**config.mk**
```make
export PLATFORM = sky130hd
export DESIGN_NAME = rsrx_exec_top
export DESIGN_NICKNAME = d
export VERILOG_FILES = /design/src/rtl/rsrx_pkg.sv /design/src/rtl/rsrx_mem_if.sv /design/src/rtl/rsrx_regfile.sv /design/src/rtl/rsrx_exec_top.sv
export VERILOG_INCLUDE_DIRS = /design/src /design/src/rtl
export SDC_FILE = /design/constraint.sdc
export NUM_CORES = 2
export LEC_CHECK = 0
export BUFFER_PORTS_ARGS = -buffer_cell sky130_fd_sc_hd__clkbuf_2
export CAP_MARGIN = 30
export CELL_PAD_IN_SITES_DETAIL_PLACEMENT = 1
export CELL_PAD_IN_SITES_GLOBAL_PLACEMENT = 1
export CORE_AREA = 8 8 559 561
export DETAILED_ROUTE_END_ITERATION = 8
export DIE_AREA = 0 0 567 569
export PLACE_DENSITY_LB_ADDON = 0.1
export SYNTH_ARGS = -nofsm -noshare
export SYNTH_HDL_FRONTEND = slang
export SYNTH_SLANG_ARGS = --single-unit
```
**constraint.sdc**
```tcl
create_clock -name i_ref_clk -period 39.5 [get_ports i_ref_clk]
set_clock_uncertainty 0.2 [all_clocks]
set_input_delay 1.975 -clock i_ref_clk [delete_from_list [all_inputs] [get_ports i_ref_clk]]
set_output_delay 1.975 -clock i_ref_clk [all_outputs]
set_load 0.005 [all_outputs]
```
**src/rtl/rsrx_map.svh**
```systemverilog
// rsrx_map.svh: opcodes, flag bit positions, reset values and cycle counts
// assumes: included by bare name from the execution slice design files
`ifndef RSRX_MAP_SVH
`define RSRX_MAP_SVH

// opcodes handled by this slice
`define RSRX_OP_CLR_CARRY 8'hCF
`define RSRX_OP_RETURN 8'hAF
`define RSRX_OP_RL_R 8'h90
`define RSRX_OP_RL_IR 8'h91
`define RSRX_OP_RLC_R 8'h10
`define RSRX_OP_RLC_IR 8'h11
`define RSRX_OP_RR_R 8'hE0
`define RSRX_OP_RR_IR 8'hF1
`define RSRX_OP_RRC_R 8'hC0
`define RSRX_OP_RRC_IR 8'hC1
`define RSRX_OP_BANK0 8'h4F
`define RSRX_OP_BANK1 8'h5F
`define RSRX_OP_SBC_RR 8'h32
`define RSRX_OP_SBC_RIR 8'h33
`define RSRX_OP_SBC_GG 8'h34
`define RSRX_OP_SBC_GIG 8'h35
`define RSRX_OP_SBC_GIM 8'h36

// bit positions in the flags register
`define RSRX_FLAG_C 7
`define RSRX_FLAG_Z 6
`define RSRX_FLAG_S 5
`define RSRX_FLAG_V 4
`define RSRX_FLAG_D 3
`define RSRX_FLAG_H 2
`define RSRX_FLAG_BANK 0

// reset values
`define RSRX_FLAGS_RST 8'h00
`define RSRX_PC_RST 16'h0000
`define RSRX_SP_RST 16'h0000

// instruction lengths in cpu clock cycles
`define RSRX_CYC_SHORT 4'h4
`define RSRX_CYC_LONG 4'h6
`define RSRX_CYC_RET 4'h8

`endif

```
**src/rtl/rsrx_pkg.sv**
```systemverilog
// rsrx_pkg: types of the rotate, subtract and return execution slice
// assumes: compiled before every other file of the slice
package rsrx_pkg;

   // sequencer states, gray along the read path
   typedef enum logic [2:0] {
      RSRX_ST_IDLE = 3'h0,
      RSRX_ST_SPTR = 3'h1,
      RSRX_ST_SRD = 3'h3,
      RSRX_ST_DPTR = 3'h2,
      RSRX_ST_DRD = 3'h6,
      RSRX_ST_EXEC = 3'h7,
      RSRX_ST_HOLD = 3'h5
   } rsrx_state_e_t;

   // what the register file read issued last cycle returns now
   typedef enum logic [2:0] {
      RSRX_P_NONE = 3'h0,
      RSRX_P_SPTR = 3'h1,
      RSRX_P_SRC = 3'h2,
      RSRX_P_DPTR = 3'h3,
      RSRX_P_DST = 3'h4
   } rsrx_pend_t;

   // operation classes
   typedef enum logic [3:0] {
      RSRX_K_CCF = 4'h0,
      RSRX_K_RET = 4'h1,
      RSRX_K_RL = 4'h2,
      RSRX_K_RLC = 4'h3,
      RSRX_K_RR = 4'h4,
      RSRX_K_RRC = 4'h5,
      RSRX_K_SB0 = 4'h6,
      RSRX_K_SB1 = 4'h7,
      RSRX_K_SBC = 4'h8
   } rsrx_kind_t;

   // whole state of the execution core
   typedef struct packed {
      rsrx_state_e_t st;
      rsrx_pend_t pend;
      rsrx_kind_t kind;
      logic src_ind;
      logic dst_ind;
      logic [7:0] src_addr;
      logic [7:0] dst_addr;
      logic [7:0] src_val;
      logic [7:0] dst_val;
      logic [3:0] cnt;
      logic [3:0] ncyc;
      logic [7:0] flags;
      logic [15:0] pc;
      logic [15:0] sp;
      logic busy;
      logic done;
      logic illegal;
   } rsrx_core_t;

endpackage

```
**src/rtl/rsrx_mem_if.sv**
```systemverilog
// rsrx_mem_if: register file port between the core and its memory
// assumes: both ends on the same cpu clock
`timescale 1ns/1ps
interface rsrx_mem_if #(parameter int AW = 8, parameter int DW = 8);
   logic we;
   logic [AW-1:0] waddr;
   logic [DW-1:0] wdata;
   logic [AW-1:0] raddr;
   logic [DW-1:0] rdata;
   logic [AW-1:0] dbg_addr;
   logic [DW-1:0] dbg_data;

   modport core (output we, waddr, wdata, raddr, dbg_addr,
      input rdata, dbg_data);
   modport mem (input we, waddr, wdata, raddr, dbg_addr,
      output rdata, dbg_data);
endinterface

```
**src/rtl/rsrx_regfile.sv**
```systemverilog
// rsrx_regfile: register file, one write port and two registered reads
// assumes: read data appear one clock after the address
`timescale 1ns/1ps
module rsrx_regfile import rsrx_pkg::*; #(
   parameter int AW = 8,
   parameter int DW = 8
) (
   input wire logic i_ref_clk,
   input wire logic i_arst_n,
   rsrx_mem_if.mem mem
);
   typedef struct packed {
      logic [DW-1:0] rd;
      logic [DW-1:0] dbg;
   } rsrx_rd_t;

   logic [DW-1:0] store [0:(1<<AW)-1];
   rsrx_rd_t r_reg;
   rsrx_rd_t r_next;

   // storage array, written on the write strobe
   always_ff @(posedge i_ref_clk) begin
      if (mem.we) begin
         store[mem.waddr] <= mem.wdata;
      end
   end

   // read ports look up the array
   always_comb begin
      r_next = r_reg;
      r_next.rd = store[mem.raddr];
      r_next.dbg = store[mem.dbg_addr];
   end

   // read data registers
   always_ff @(posedge i_ref_clk or negedge i_arst_n) begin
      if (!i_arst_n) begin
         r_reg <= '0;
      end else begin
         r_reg <= r_next;
      end
   end

   assign mem.rdata = r_reg.rd;
   assign mem.dbg_data = r_reg.dbg;
endmodule

```
**src/rtl/rsrx_exec_top.sv**
```systemverilog
// rsrx_exec_top: executes carry clear, return, rotates, bank select, sbc
// assumes: all inputs come from logic on i_ref_clk; operands live in the
// internal register file, stack bytes too
//
// Summary of operation
// - opcode CF clears carry only, other flags kept, 4 cycles
// - opcode AF loads pc from stack, sp plus 2, no flags, 8 cycles
// - lower stack byte is pc high, next byte pc low
// - rotate left: bit 7 to bit 0 and carry; 90/91, 4 cycles
// - rotate left sets overflow on sign change; D and H kept
// - rotate left through carry: old carry in bit 0; 10/11
// - other rotates: overflow when sign bit changes; D and H kept
// - all rotates: zero on zero result, sign copies result bit 7
// - rotate right: bit 0 to bit 7 and carry; E0, indirect F1
// - rotate right through carry: old carry to bit 7; C0/C1
// - opcode 4F clears flags bit 0, bank 0, 4 cycles
// - opcode 5F sets flags bit 0, bank 1, 4 cycles
// - sbc: dst minus src minus carry into dst, src kept
// - sbc forms 32 and 33 two bytes, 34 35 36 three bytes
// - sbc carry on borrow, zero on zero, sign on negative
// - sbc overflow: opposite signs, result sign equals source sign
// - sbc sets D; H set on low nibble borrow, cleared on carry
`timescale 1ns/1ps
`include "rsrx_map.svh"
module rsrx_exec_top import rsrx_pkg::*; #(
   parameter int AW = 8
) (
   input wire logic i_ref_clk,
   input wire logic i_arst_n,
   input wire logic i_start,
   input wire logic [7:0] i_opcode,
   input wire logic [7:0] i_byte1,
   input wire logic [7:0] i_byte2,
   input wire logic [7:0] i_work_base,
   input wire logic i_ctx_load,
   input wire logic [15:0] i_ctx_pc,
   input wire logic [15:0] i_ctx_sp,
   input wire logic [7:0] i_ctx_flags,
   input wire logic i_load_en,
   input wire logic [AW-1:0] i_load_addr,
   input wire logic [7:0] i_load_data,
   input wire logic [AW-1:0] i_dbg_addr,
   output logic [7:0] o_dbg_data,
   output logic [7:0] o_flags,
   output logic [15:0] o_pc,
   output logic [15:0] o_sp,
   output logic o_busy,
   output logic o_done,
   output logic o_illegal
);
   rsrx_core_t r_reg;
   rsrx_core_t r_next;
   rsrx_mem_if #(.AW(AW), .DW(8)) mem_bus ();
   logic [7:0] cur_dst;
   logic [7:0] fl;
   logic [7:0] res;
   logic [8:0] sub9;
   logic [4:0] low5;
   logic is_rot;

   rsrx_regfile #(.AW(AW), .DW(8)) u_regfile (
      .i_ref_clk(i_ref_clk),
      .i_arst_n(i_arst_n),
      .mem(mem_bus.mem)
   );

   // working register n sits in the block picked by the base
   function automatic logic [7:0] work_addr(input logic [7:0] base,
      input logic [3:0] nib);
      work_addr = {base[7:4], nib};
   endfunction

   // next state: decode, operand reads, execution, cycle padding
   always_comb begin
      r_next = r_reg;
      r_next.done = 1'b0;
      r_next.illegal = 1'b0;
      r_next.pend = RSRX_P_NONE;
      mem_bus.we = 1'b0;
      mem_bus.waddr = r_reg.dst_addr[AW-1:0];
      mem_bus.wdata = 8'h00;
      mem_bus.raddr = r_reg.src_addr[AW-1:0];
      mem_bus.dbg_addr = i_dbg_addr;
      cur_dst = (r_reg.pend == RSRX_P_DST) ? mem_bus.rdata : r_reg.dst_val;
      fl = r_reg.flags;
      res = 8'h00;
      sub9 = 9'h000;
      low5 = 5'h00;
      is_rot = 1'b0;
      // capture the byte the previous read returned
      case (r_reg.pend)
         RSRX_P_SPTR: r_next.src_addr = mem_bus.rdata;
         RSRX_P_SRC: r_next.src_val = mem_bus.rdata;
         RSRX_P_DPTR: r_next.dst_addr = mem_bus.rdata;
         RSRX_P_DST: r_next.dst_val = mem_bus.rdata;
         default: ;
      endcase
      if (r_reg.st != RSRX_ST_IDLE) begin
         r_next.cnt = r_reg.cnt + 4'h1;
      end
      case (r_reg.st)
         RSRX_ST_IDLE: begin
            // preload from the cpu side while idle
            if (i_load_en) begin
               mem_bus.we = 1'b1;
               mem_bus.waddr = i_load_addr;
               mem_bus.wdata = i_load_data;
            end
            if (i_ctx_load) begin
               r_next.pc = i_ctx_pc;
               r_next.sp = i_ctx_sp;
               r_next.flags = i_ctx_flags;
            end else if (i_start) begin
               r_next.busy = 1'b1;
               r_next.cnt = 4'h1;
               r_next.ncyc = `RSRX_CYC_SHORT;
               r_next.src_ind = 1'b0;
               r_next.dst_ind = i_opcode[0];
               r_next.src_addr = i_byte1;
               r_next.dst_addr = i_byte1;
               r_next.src_val = 8'h00;
               r_next.st = RSRX_ST_DRD;
               case (i_opcode)
                  `RSRX_OP_CLR_CARRY: begin
                     r_next.kind = RSRX_K_CCF;
                     r_next.st = RSRX_ST_EXEC;
                  end
                  `RSRX_OP_BANK0: begin
                     r_next.kind = RSRX_K_SB0;
                     r_next.st = RSRX_ST_EXEC;
                  end
                  `RSRX_OP_BANK1: begin
                     r_next.kind = RSRX_K_SB1;
                     r_next.st = RSRX_ST_EXEC;
                  end
                  `RSRX_OP_RETURN: begin
                     r_next.kind = RSRX_K_RET;
                     r_next.ncyc = `RSRX_CYC_RET;
                     r_next.dst_ind = 1'b0;
                     r_next.src_addr = r_reg.sp[7:0];
                     r_next.dst_addr = r_reg.sp[7:0] + 8'h01;
                     r_next.st = RSRX_ST_SRD;
                  end
                  `RSRX_OP_RL_R, `RSRX_OP_RL_IR: r_next.kind = RSRX_K_RL;
                  `RSRX_OP_RLC_R, `RSRX_OP_RLC_IR: r_next.kind = RSRX_K_RLC;
                  `RSRX_OP_RR_R, `RSRX_OP_RR_IR: r_next.kind = RSRX_K_RR;
                  `RSRX_OP_RRC_R, `RSRX_OP_RRC_IR: r_next.kind = RSRX_K_RRC;
                  `RSRX_OP_SBC_RR, `RSRX_OP_SBC_RIR: begin
                     r_next.kind = RSRX_K_SBC;
                     r_next.dst_ind = 1'b0;
                     r_next.src_ind = i_opcode[0];
                     r_next.ncyc = i_opcode[0] ? `RSRX_CYC_LONG :
                        `RSRX_CYC_SHORT;
                     r_next.src_addr = work_addr(i_work_base, i_byte1[3:0]);
                     r_next.dst_addr = work_addr(i_work_base, i_byte1[7:4]);
                     r_next.st = i_opcode[0] ? RSRX_ST_SPTR : RSRX_ST_SRD;
                  end
                  // sbc full register, source byte first
                  `RSRX_OP_SBC_GG, `RSRX_OP_SBC_GIG: begin
                     r_next.kind = RSRX_K_SBC;
                     r_next.dst_ind = 1'b0;
                     r_next.src_ind = i_opcode[0];
                     r_next.ncyc = `RSRX_CYC_LONG;
                     r_next.dst_addr = i_byte2;
                     r_next.st = i_opcode[0] ? RSRX_ST_SPTR : RSRX_ST_SRD;
                  end
                  `RSRX_OP_SBC_GIM: begin
                     r_next.kind = RSRX_K_SBC;
                     r_next.dst_ind = 1'b0;
                     r_next.ncyc = `RSRX_CYC_LONG;
                     r_next.src_val = i_byte2;
                  end
                  default: begin
                     r_next.busy = 1'b0;
                     r_next.illegal = 1'b1;
                     r_next.st = RSRX_ST_IDLE;
                  end
               endcase
               if (r_next.st == RSRX_ST_DRD && r_next.dst_ind) begin
                  r_next.st = RSRX_ST_DPTR;
               end
            end
         end
         RSRX_ST_SPTR: begin
            r_next.pend = RSRX_P_SPTR;
            r_next.st = RSRX_ST_SRD;
         end
         RSRX_ST_SRD: begin
            if (r_reg.pend == RSRX_P_SPTR) begin
               mem_bus.raddr = mem_bus.rdata[AW-1:0];
            end
            r_next.pend = RSRX_P_SRC;
            r_next.st = r_reg.dst_ind ? RSRX_ST_DPTR : RSRX_ST_DRD;
         end
         RSRX_ST_DPTR: begin
            mem_bus.raddr = r_reg.dst_addr[AW-1:0];
            r_next.pend = RSRX_P_DPTR;
            r_next.st = RSRX_ST_DRD;
         end
         RSRX_ST_DRD: begin
            mem_bus.raddr = (r_reg.pend == RSRX_P_DPTR) ?
               mem_bus.rdata[AW-1:0] : r_reg.dst_addr[AW-1:0];
            r_next.pend = RSRX_P_DST;
            r_next.st = RSRX_ST_EXEC;
         end
         RSRX_ST_EXEC: begin
            r_next.st = RSRX_ST_HOLD;
            case (r_reg.kind)
               RSRX_K_CCF: fl[`RSRX_FLAG_C] = 1'b0;
               RSRX_K_SB0: fl[`RSRX_FLAG_BANK] = 1'b0;
               RSRX_K_SB1: fl[`RSRX_FLAG_BANK] = 1'b1;
               RSRX_K_RET: begin
                  r_next.pc = {r_reg.src_val, cur_dst};
                  r_next.sp = r_reg.sp + 16'h0002;
               end
               RSRX_K_SBC: begin
                  sub9 = {1'b0, cur_dst} - {1'b0, r_reg.src_val} -
                     {8'h00, r_reg.flags[`RSRX_FLAG_C]};
                  low5 = {1'b0, cur_dst[3:0]} - {1'b0, r_reg.src_val[3:0]} -
                     {4'h0, r_reg.flags[`RSRX_FLAG_C]};
                  res = sub9[7:0];
                  mem_bus.we = 1'b1;
                  mem_bus.wdata = res;
                  fl[`RSRX_FLAG_C] = sub9[8];
                  fl[`RSRX_FLAG_Z] = (res == 8'h00);
                  fl[`RSRX_FLAG_S] = res[7];
                  fl[`RSRX_FLAG_V] = (cur_dst[7] != r_reg.src_val[7]) &&
                     (res[7] == r_reg.src_val[7]);
                  fl[`RSRX_FLAG_D] = 1'b1;
                  fl[`RSRX_FLAG_H] = low5[4];
               end
               default: begin
                  is_rot = 1'b1;
                  // rotate left and carry from bit 7
                  if (r_reg.kind == RSRX_K_RL) begin
                     res = {cur_dst[6:0], cur_dst[7]};
                     fl[`RSRX_FLAG_C] = cur_dst[7];
                  end else if (r_reg.kind == RSRX_K_RLC) begin
                     res = {cur_dst[6:0], r_reg.flags[`RSRX_FLAG_C]};
                     fl[`RSRX_FLAG_C] = cur_dst[7];
                  // rotate right and carry from bit 0
                  end else if (r_reg.kind == RSRX_K_RR) begin
                     res = {cur_dst[0], cur_dst[7:1]};
                     fl[`RSRX_FLAG_C] = cur_dst[0];
                  end else begin
                     res = {r_reg.flags[`RSRX_FLAG_C], cur_dst[7:1]};
                     fl[`RSRX_FLAG_C] = cur_dst[0];
                  end
                  mem_bus.we = 1'b1;
                  mem_bus.wdata = res;
                  // zero and sign from the result
                  fl[`RSRX_FLAG_Z] = (res == 8'h00);
                  fl[`RSRX_FLAG_S] = res[7];
                  fl[`RSRX_FLAG_V] = res[7] ^ cur_dst[7];
               end
            endcase
            r_next.flags = fl;
         end
         // pad to the documented cycle count
         RSRX_ST_HOLD: begin
            if (r_reg.cnt == r_reg.ncyc) begin
               r_next.st = RSRX_ST_IDLE;
               r_next.busy = 1'b0;
               r_next.done = 1'b1;
            end
         end
         default: begin
            r_next.st = RSRX_ST_IDLE;
            r_next.busy = 1'b0;
         end
      endcase
   end

   // state register
   always_ff @(posedge i_ref_clk or negedge i_arst_n) begin
      if (!i_arst_n) begin
         r_reg <= '0;
         r_reg.flags <= `RSRX_FLAGS_RST;
         r_reg.pc <= `RSRX_PC_RST;
         r_reg.sp <= `RSRX_SP_RST;
      end else begin
         r_reg <= r_next;
      end
   end

   // outputs straight from the state register, debug data from the register file read register
   assign o_flags = r_reg.flags;
   assign o_pc = r_reg.pc;
   assign o_sp = r_reg.sp;
   assign o_busy = r_reg.busy;
   assign o_done = r_reg.done;
   assign o_illegal = r_reg.illegal;
   assign o_dbg_data = mem_bus.dbg_data;

   // checks on timing and flag results
   logic acc;
   logic exec_rot;
   logic exec_sbc;
   logic exec_ret;
   logic [7:0] old_dst;
   logic [7:0] new_val;
   logic sbc_borrow;
   assign acc = (r_reg.st == RSRX_ST_IDLE) && (r_next.st != RSRX_ST_IDLE);
   assign exec_rot = (r_reg.st == RSRX_ST_EXEC) && is_rot;
   assign exec_sbc = (r_reg.st == RSRX_ST_EXEC) && (r_reg.kind == RSRX_K_SBC);
   assign exec_ret = (r_reg.st == RSRX_ST_EXEC) && (r_reg.kind == RSRX_K_RET);
   assign old_dst = cur_dst;
   assign new_val = res;
   assign sbc_borrow = sub9[8];
endmodule

```
==> metrics.yaml <==
floorplanning:
  initial_core_util_pct: 34.7
  coreArea_um2: 304000
  die_width_um: 567
  die_height_um: 569
  boundaryPins: 152
  placementRows: 203
  die_area_um2: 323000
critical_path:
  crit_chain: "and2_1 -> a211oi_4 -> o211a_1 -> nor2_4 -> buf_4 -> buf_4 -> buf_4 -> buf_12 -> buf_4 -> nand2_1 -> and3_1 -> a31oi_1 -> o22ai_1 -> o21ai_0 -> nand4_1 -> o311ai_1"
  worst_path_max_delay_cell: "o21ai_0"
  cp-end-kind: "flip-flop"
  crit_top_cell: "buf_4"
  cp.arrival_ns: 8.19
  r2r_start: "r_reg[92]"
  critPathMaxStageDelay_ns: 0.74
  ff2ff_path_depth: 16
  cp.required_ns: 40.11
  r2r_slack_ns: 31.92
  critPathKind: "flip-flop to flip-flop"
  worst_setup_path_start_kind: "flip-flop"
  cp_top_family: "buffers and inverters"
  path_buf_inv: 5
  reg2reg_to: "u_regfile.mem.rdata[7]"
  crit_fanout: 112
clocking:
  cts_buffers: 265
  clk_pin_slew_worst_paths_ns: 0.06
  post-cts-setup-buffers: 0
  cts-htree-levels: 5
  cts_tree: "yes"
  clockBufferDepth: 4
  hold_buffers: 0
  clock_sinks: 2157
  cts_resized: 0
  clk_latency_ns: 0.91
  cts-root-buf: "clkbuf_16"
run_status:
  status: "finished, final reports clean"
logic_synthesis:
  ys_seq_elements: 2157
  yosysUniqueCellTypes: 92
  ys_seq_area_share_pct: 60.8
  syn_inst: 7827
  synth_ff_type: "edfxtp_1"
  syn_avg_cell_area_um2: 13.5
  synthesis.area_um2: 106000
  synth_edf_count: 2048
  syn_nets: 7945
  synth-async-reset-ratio_pct: 5.05
  ys_warn_count: 0
hold_path:
  hold_end: "o_flags[1]"
  holdCritStartpoint: "o_flags[1]"
  hold_path_class: "flip-flop to flip-flop"
  whs_path_depth: 2
layout:
  nFillCells: 31026
  drive_gt1_share_pct: 20.3
  synthToLayoutAreaGrowth_pct: 13.6
  nets: 8038
  ff_latch_area_um2: 64200
  final_cell_mix: "edfxtp_1 (2048), nand2_1 (1702), mux4_2 (697)"
  design_area_um2: 120000
  layout_commonest_cell: "edfxtp_1"
  largest_reg_flops: 2048
  multiInputGateArea_um2: 38400
placed_design:
  postPlaceCellArea_um2: 111000
  gp_congestion: 0.860
  numPortBuffers: 147
  dp_hpwl_um: 298000
sta:
  final-hold-violation-count: 0
  final-setup-viol-count: 0
  finalCritPeriodShare_pct: 19.2
  hold_slack_ns: 0.283
  layout_min_cycle_time_ns: 7.58
  fin_tns_setup_ns: 0
  rsz0062_at_grt: "no"
  slew_violations: 0
  tightest_slew_ns: 1.33
  fmax_ghz: 0.132
  slew_headroom_pct: 11.5
power:
  p_per_area_nw_per_um2: 86.7
  leakage_nw: 40.3
  peakVddDrop_uv: 97.7
global_route:
  grt_pass1_wl_um: 634000
  antenna_found_initial: 43
  grt_pass1_vias: 75842
  groute.usage.overall_pct: 27.6
  grt-ovfl-total: 0
  grt_max_degree: 170
detailed_routing:
  via_count: 75874
  drt_wl_total_um: 462000
  dr.pass1.iters: 6
  drc_errors: 0
  wl_per_cell_um: 38.1
  drt_iter0_drc: 9351
  ant_nets: 0
  viasPerCell: 6.26
run:
  cap_viol_max_count: 0
-- how the worst max path moves through the flow --
stage                   from                         to  slack [ns]  depth (start not counted)
5_1_grt            r_reg[92]     u_regfile.mem.rdata[7]       31.78                         16
3_5_place_dp   i_dbg_addr[0]  u_regfile.mem.dbg_data[3]       31.44                          9
4_1_cts            r_reg[92]     u_regfile.mem.rdata[7]       31.98                         16
3_3_place_gp   i_dbg_addr[0]  u_regfile.mem.dbg_data[2]       31.40                          9
6_report           r_reg[92]     u_regfile.mem.rdata[7]       31.92                         16
2_1_floorplan      r_reg[90]      u_regfile.store[0][6]       24.56                         11
-- per-layer routing --
layer | global-route usage [%] | up-vias | wire (um)
met5 | 0 | - | 55
met4 | 10.8 | 8 | 20900
met3 | 5.01 | 769 | 35000
met2 | 43.3 | 3393 | 211000
met1 | 38.3 | 41011 | 195000
li1 | - | 30693 | -
-- cell usage after synthesis, types with 13 or more instances --
cell type | number | area share [%]
a2111oi_0 | 22 | 0.18
a211oi_1 | 102 | 0.73
a21oi_1 | 257 | 1.2
a221oi_1 | 25 | 0.21
a22oi_1 | 25 | 0.18
a311oi_1 | 118 | 0.98
a31oi_1 | 144 | 0.85
a32oi_1 | 28 | 0.23
and3_1 | 176 | 1.0
buf_1 | 83 | 0.30
buf_2 | 243 | 1.2
buf_4 | 94 | 0.67
clkbuf_1 | 245 | 0.87
dfrtp_1 | 109 | 2.6
edfxtp_1 | 2048 | 58
ha_1 | 15 | 0.18
inv_1 | 32 | 0.11
mux2_2 | 16 | 0.17
mux2i_1 | 152 | 1.4
mux4_2 | 697 | 15
nand2_1 | 1725 | 6.1
nand3_1 | 475 | 2.3
nand3b_1 | 16 | 0.11
nand4_1 | 40 | 0.24
nor2_1 | 379 | 1.3
nor3_1 | 66 | 0.31
nor4_1 | 20 | 0.12
o2111ai_1 | 13 | 0.11
o21ai_0 | 143 | 0.68
o221ai_1 | 45 | 0.37
o22ai_1 | 42 | 0.25
o31ai_1 | 19 | 0.14
-- kinds of logic (layout without fill, tap and decap cells) --
family / Yosys count / count (layout) / synth area share, %
compound gates: 1094 / 1094 / 7.06
fa+ha+maj: 17 / 17 / 0.216
buf+inv: 707 / 999 / 3.19
flops: 2157 / 2157 / 60.8
mux: 866 / 866 / 16.5
xor+xnor: 22 / 22 / 0.182
other cells: 0 / 14 / 0
simple gates: 2964 / 2964 / 12.0
-- worst register-to-register path: cells and delay by family (launching register included) --
family	cells	cell delay, ns
compound gates	6	1.79
flops	1	0.72
buf+inv	5	2.86
simple gates	5	1.96
-- final cells by class --
cell class                      count  share of cell area, %
Inverter                           33                  0.103
Antenna cell                       14                 0.0292
Multi-Input combinational cell   4963                   32.0
Tap cell                         3997                   4.17
Timing Repair Buffer              500                   3.28
Sequential cell                  2157                   53.5
Clock inverter                    138                   1.02
Clock buffer                      328                   5.88
-- metrics by stage --
step           util, %  power [mW]  cells  setup WS (ns)
2_1_floorplan        -        5.49   7827          24.56
3_3_place_gp      36.3        7.88  11536          31.40
3_5_place_dp      36.6        7.95  11623          31.44
4_1_cts           39.3        10.4  12089          31.98
5_1_grt           39.4        10.7  12117          31.78
6_report          39.5        10.4  12130          31.92
-- power by group --
group	switching, mW	internal [mW]
Sequential	0.0878	2.62
Clock	1.01	1.39
Combinational	3.98	1.31
(Power assumes the default switching activity.)
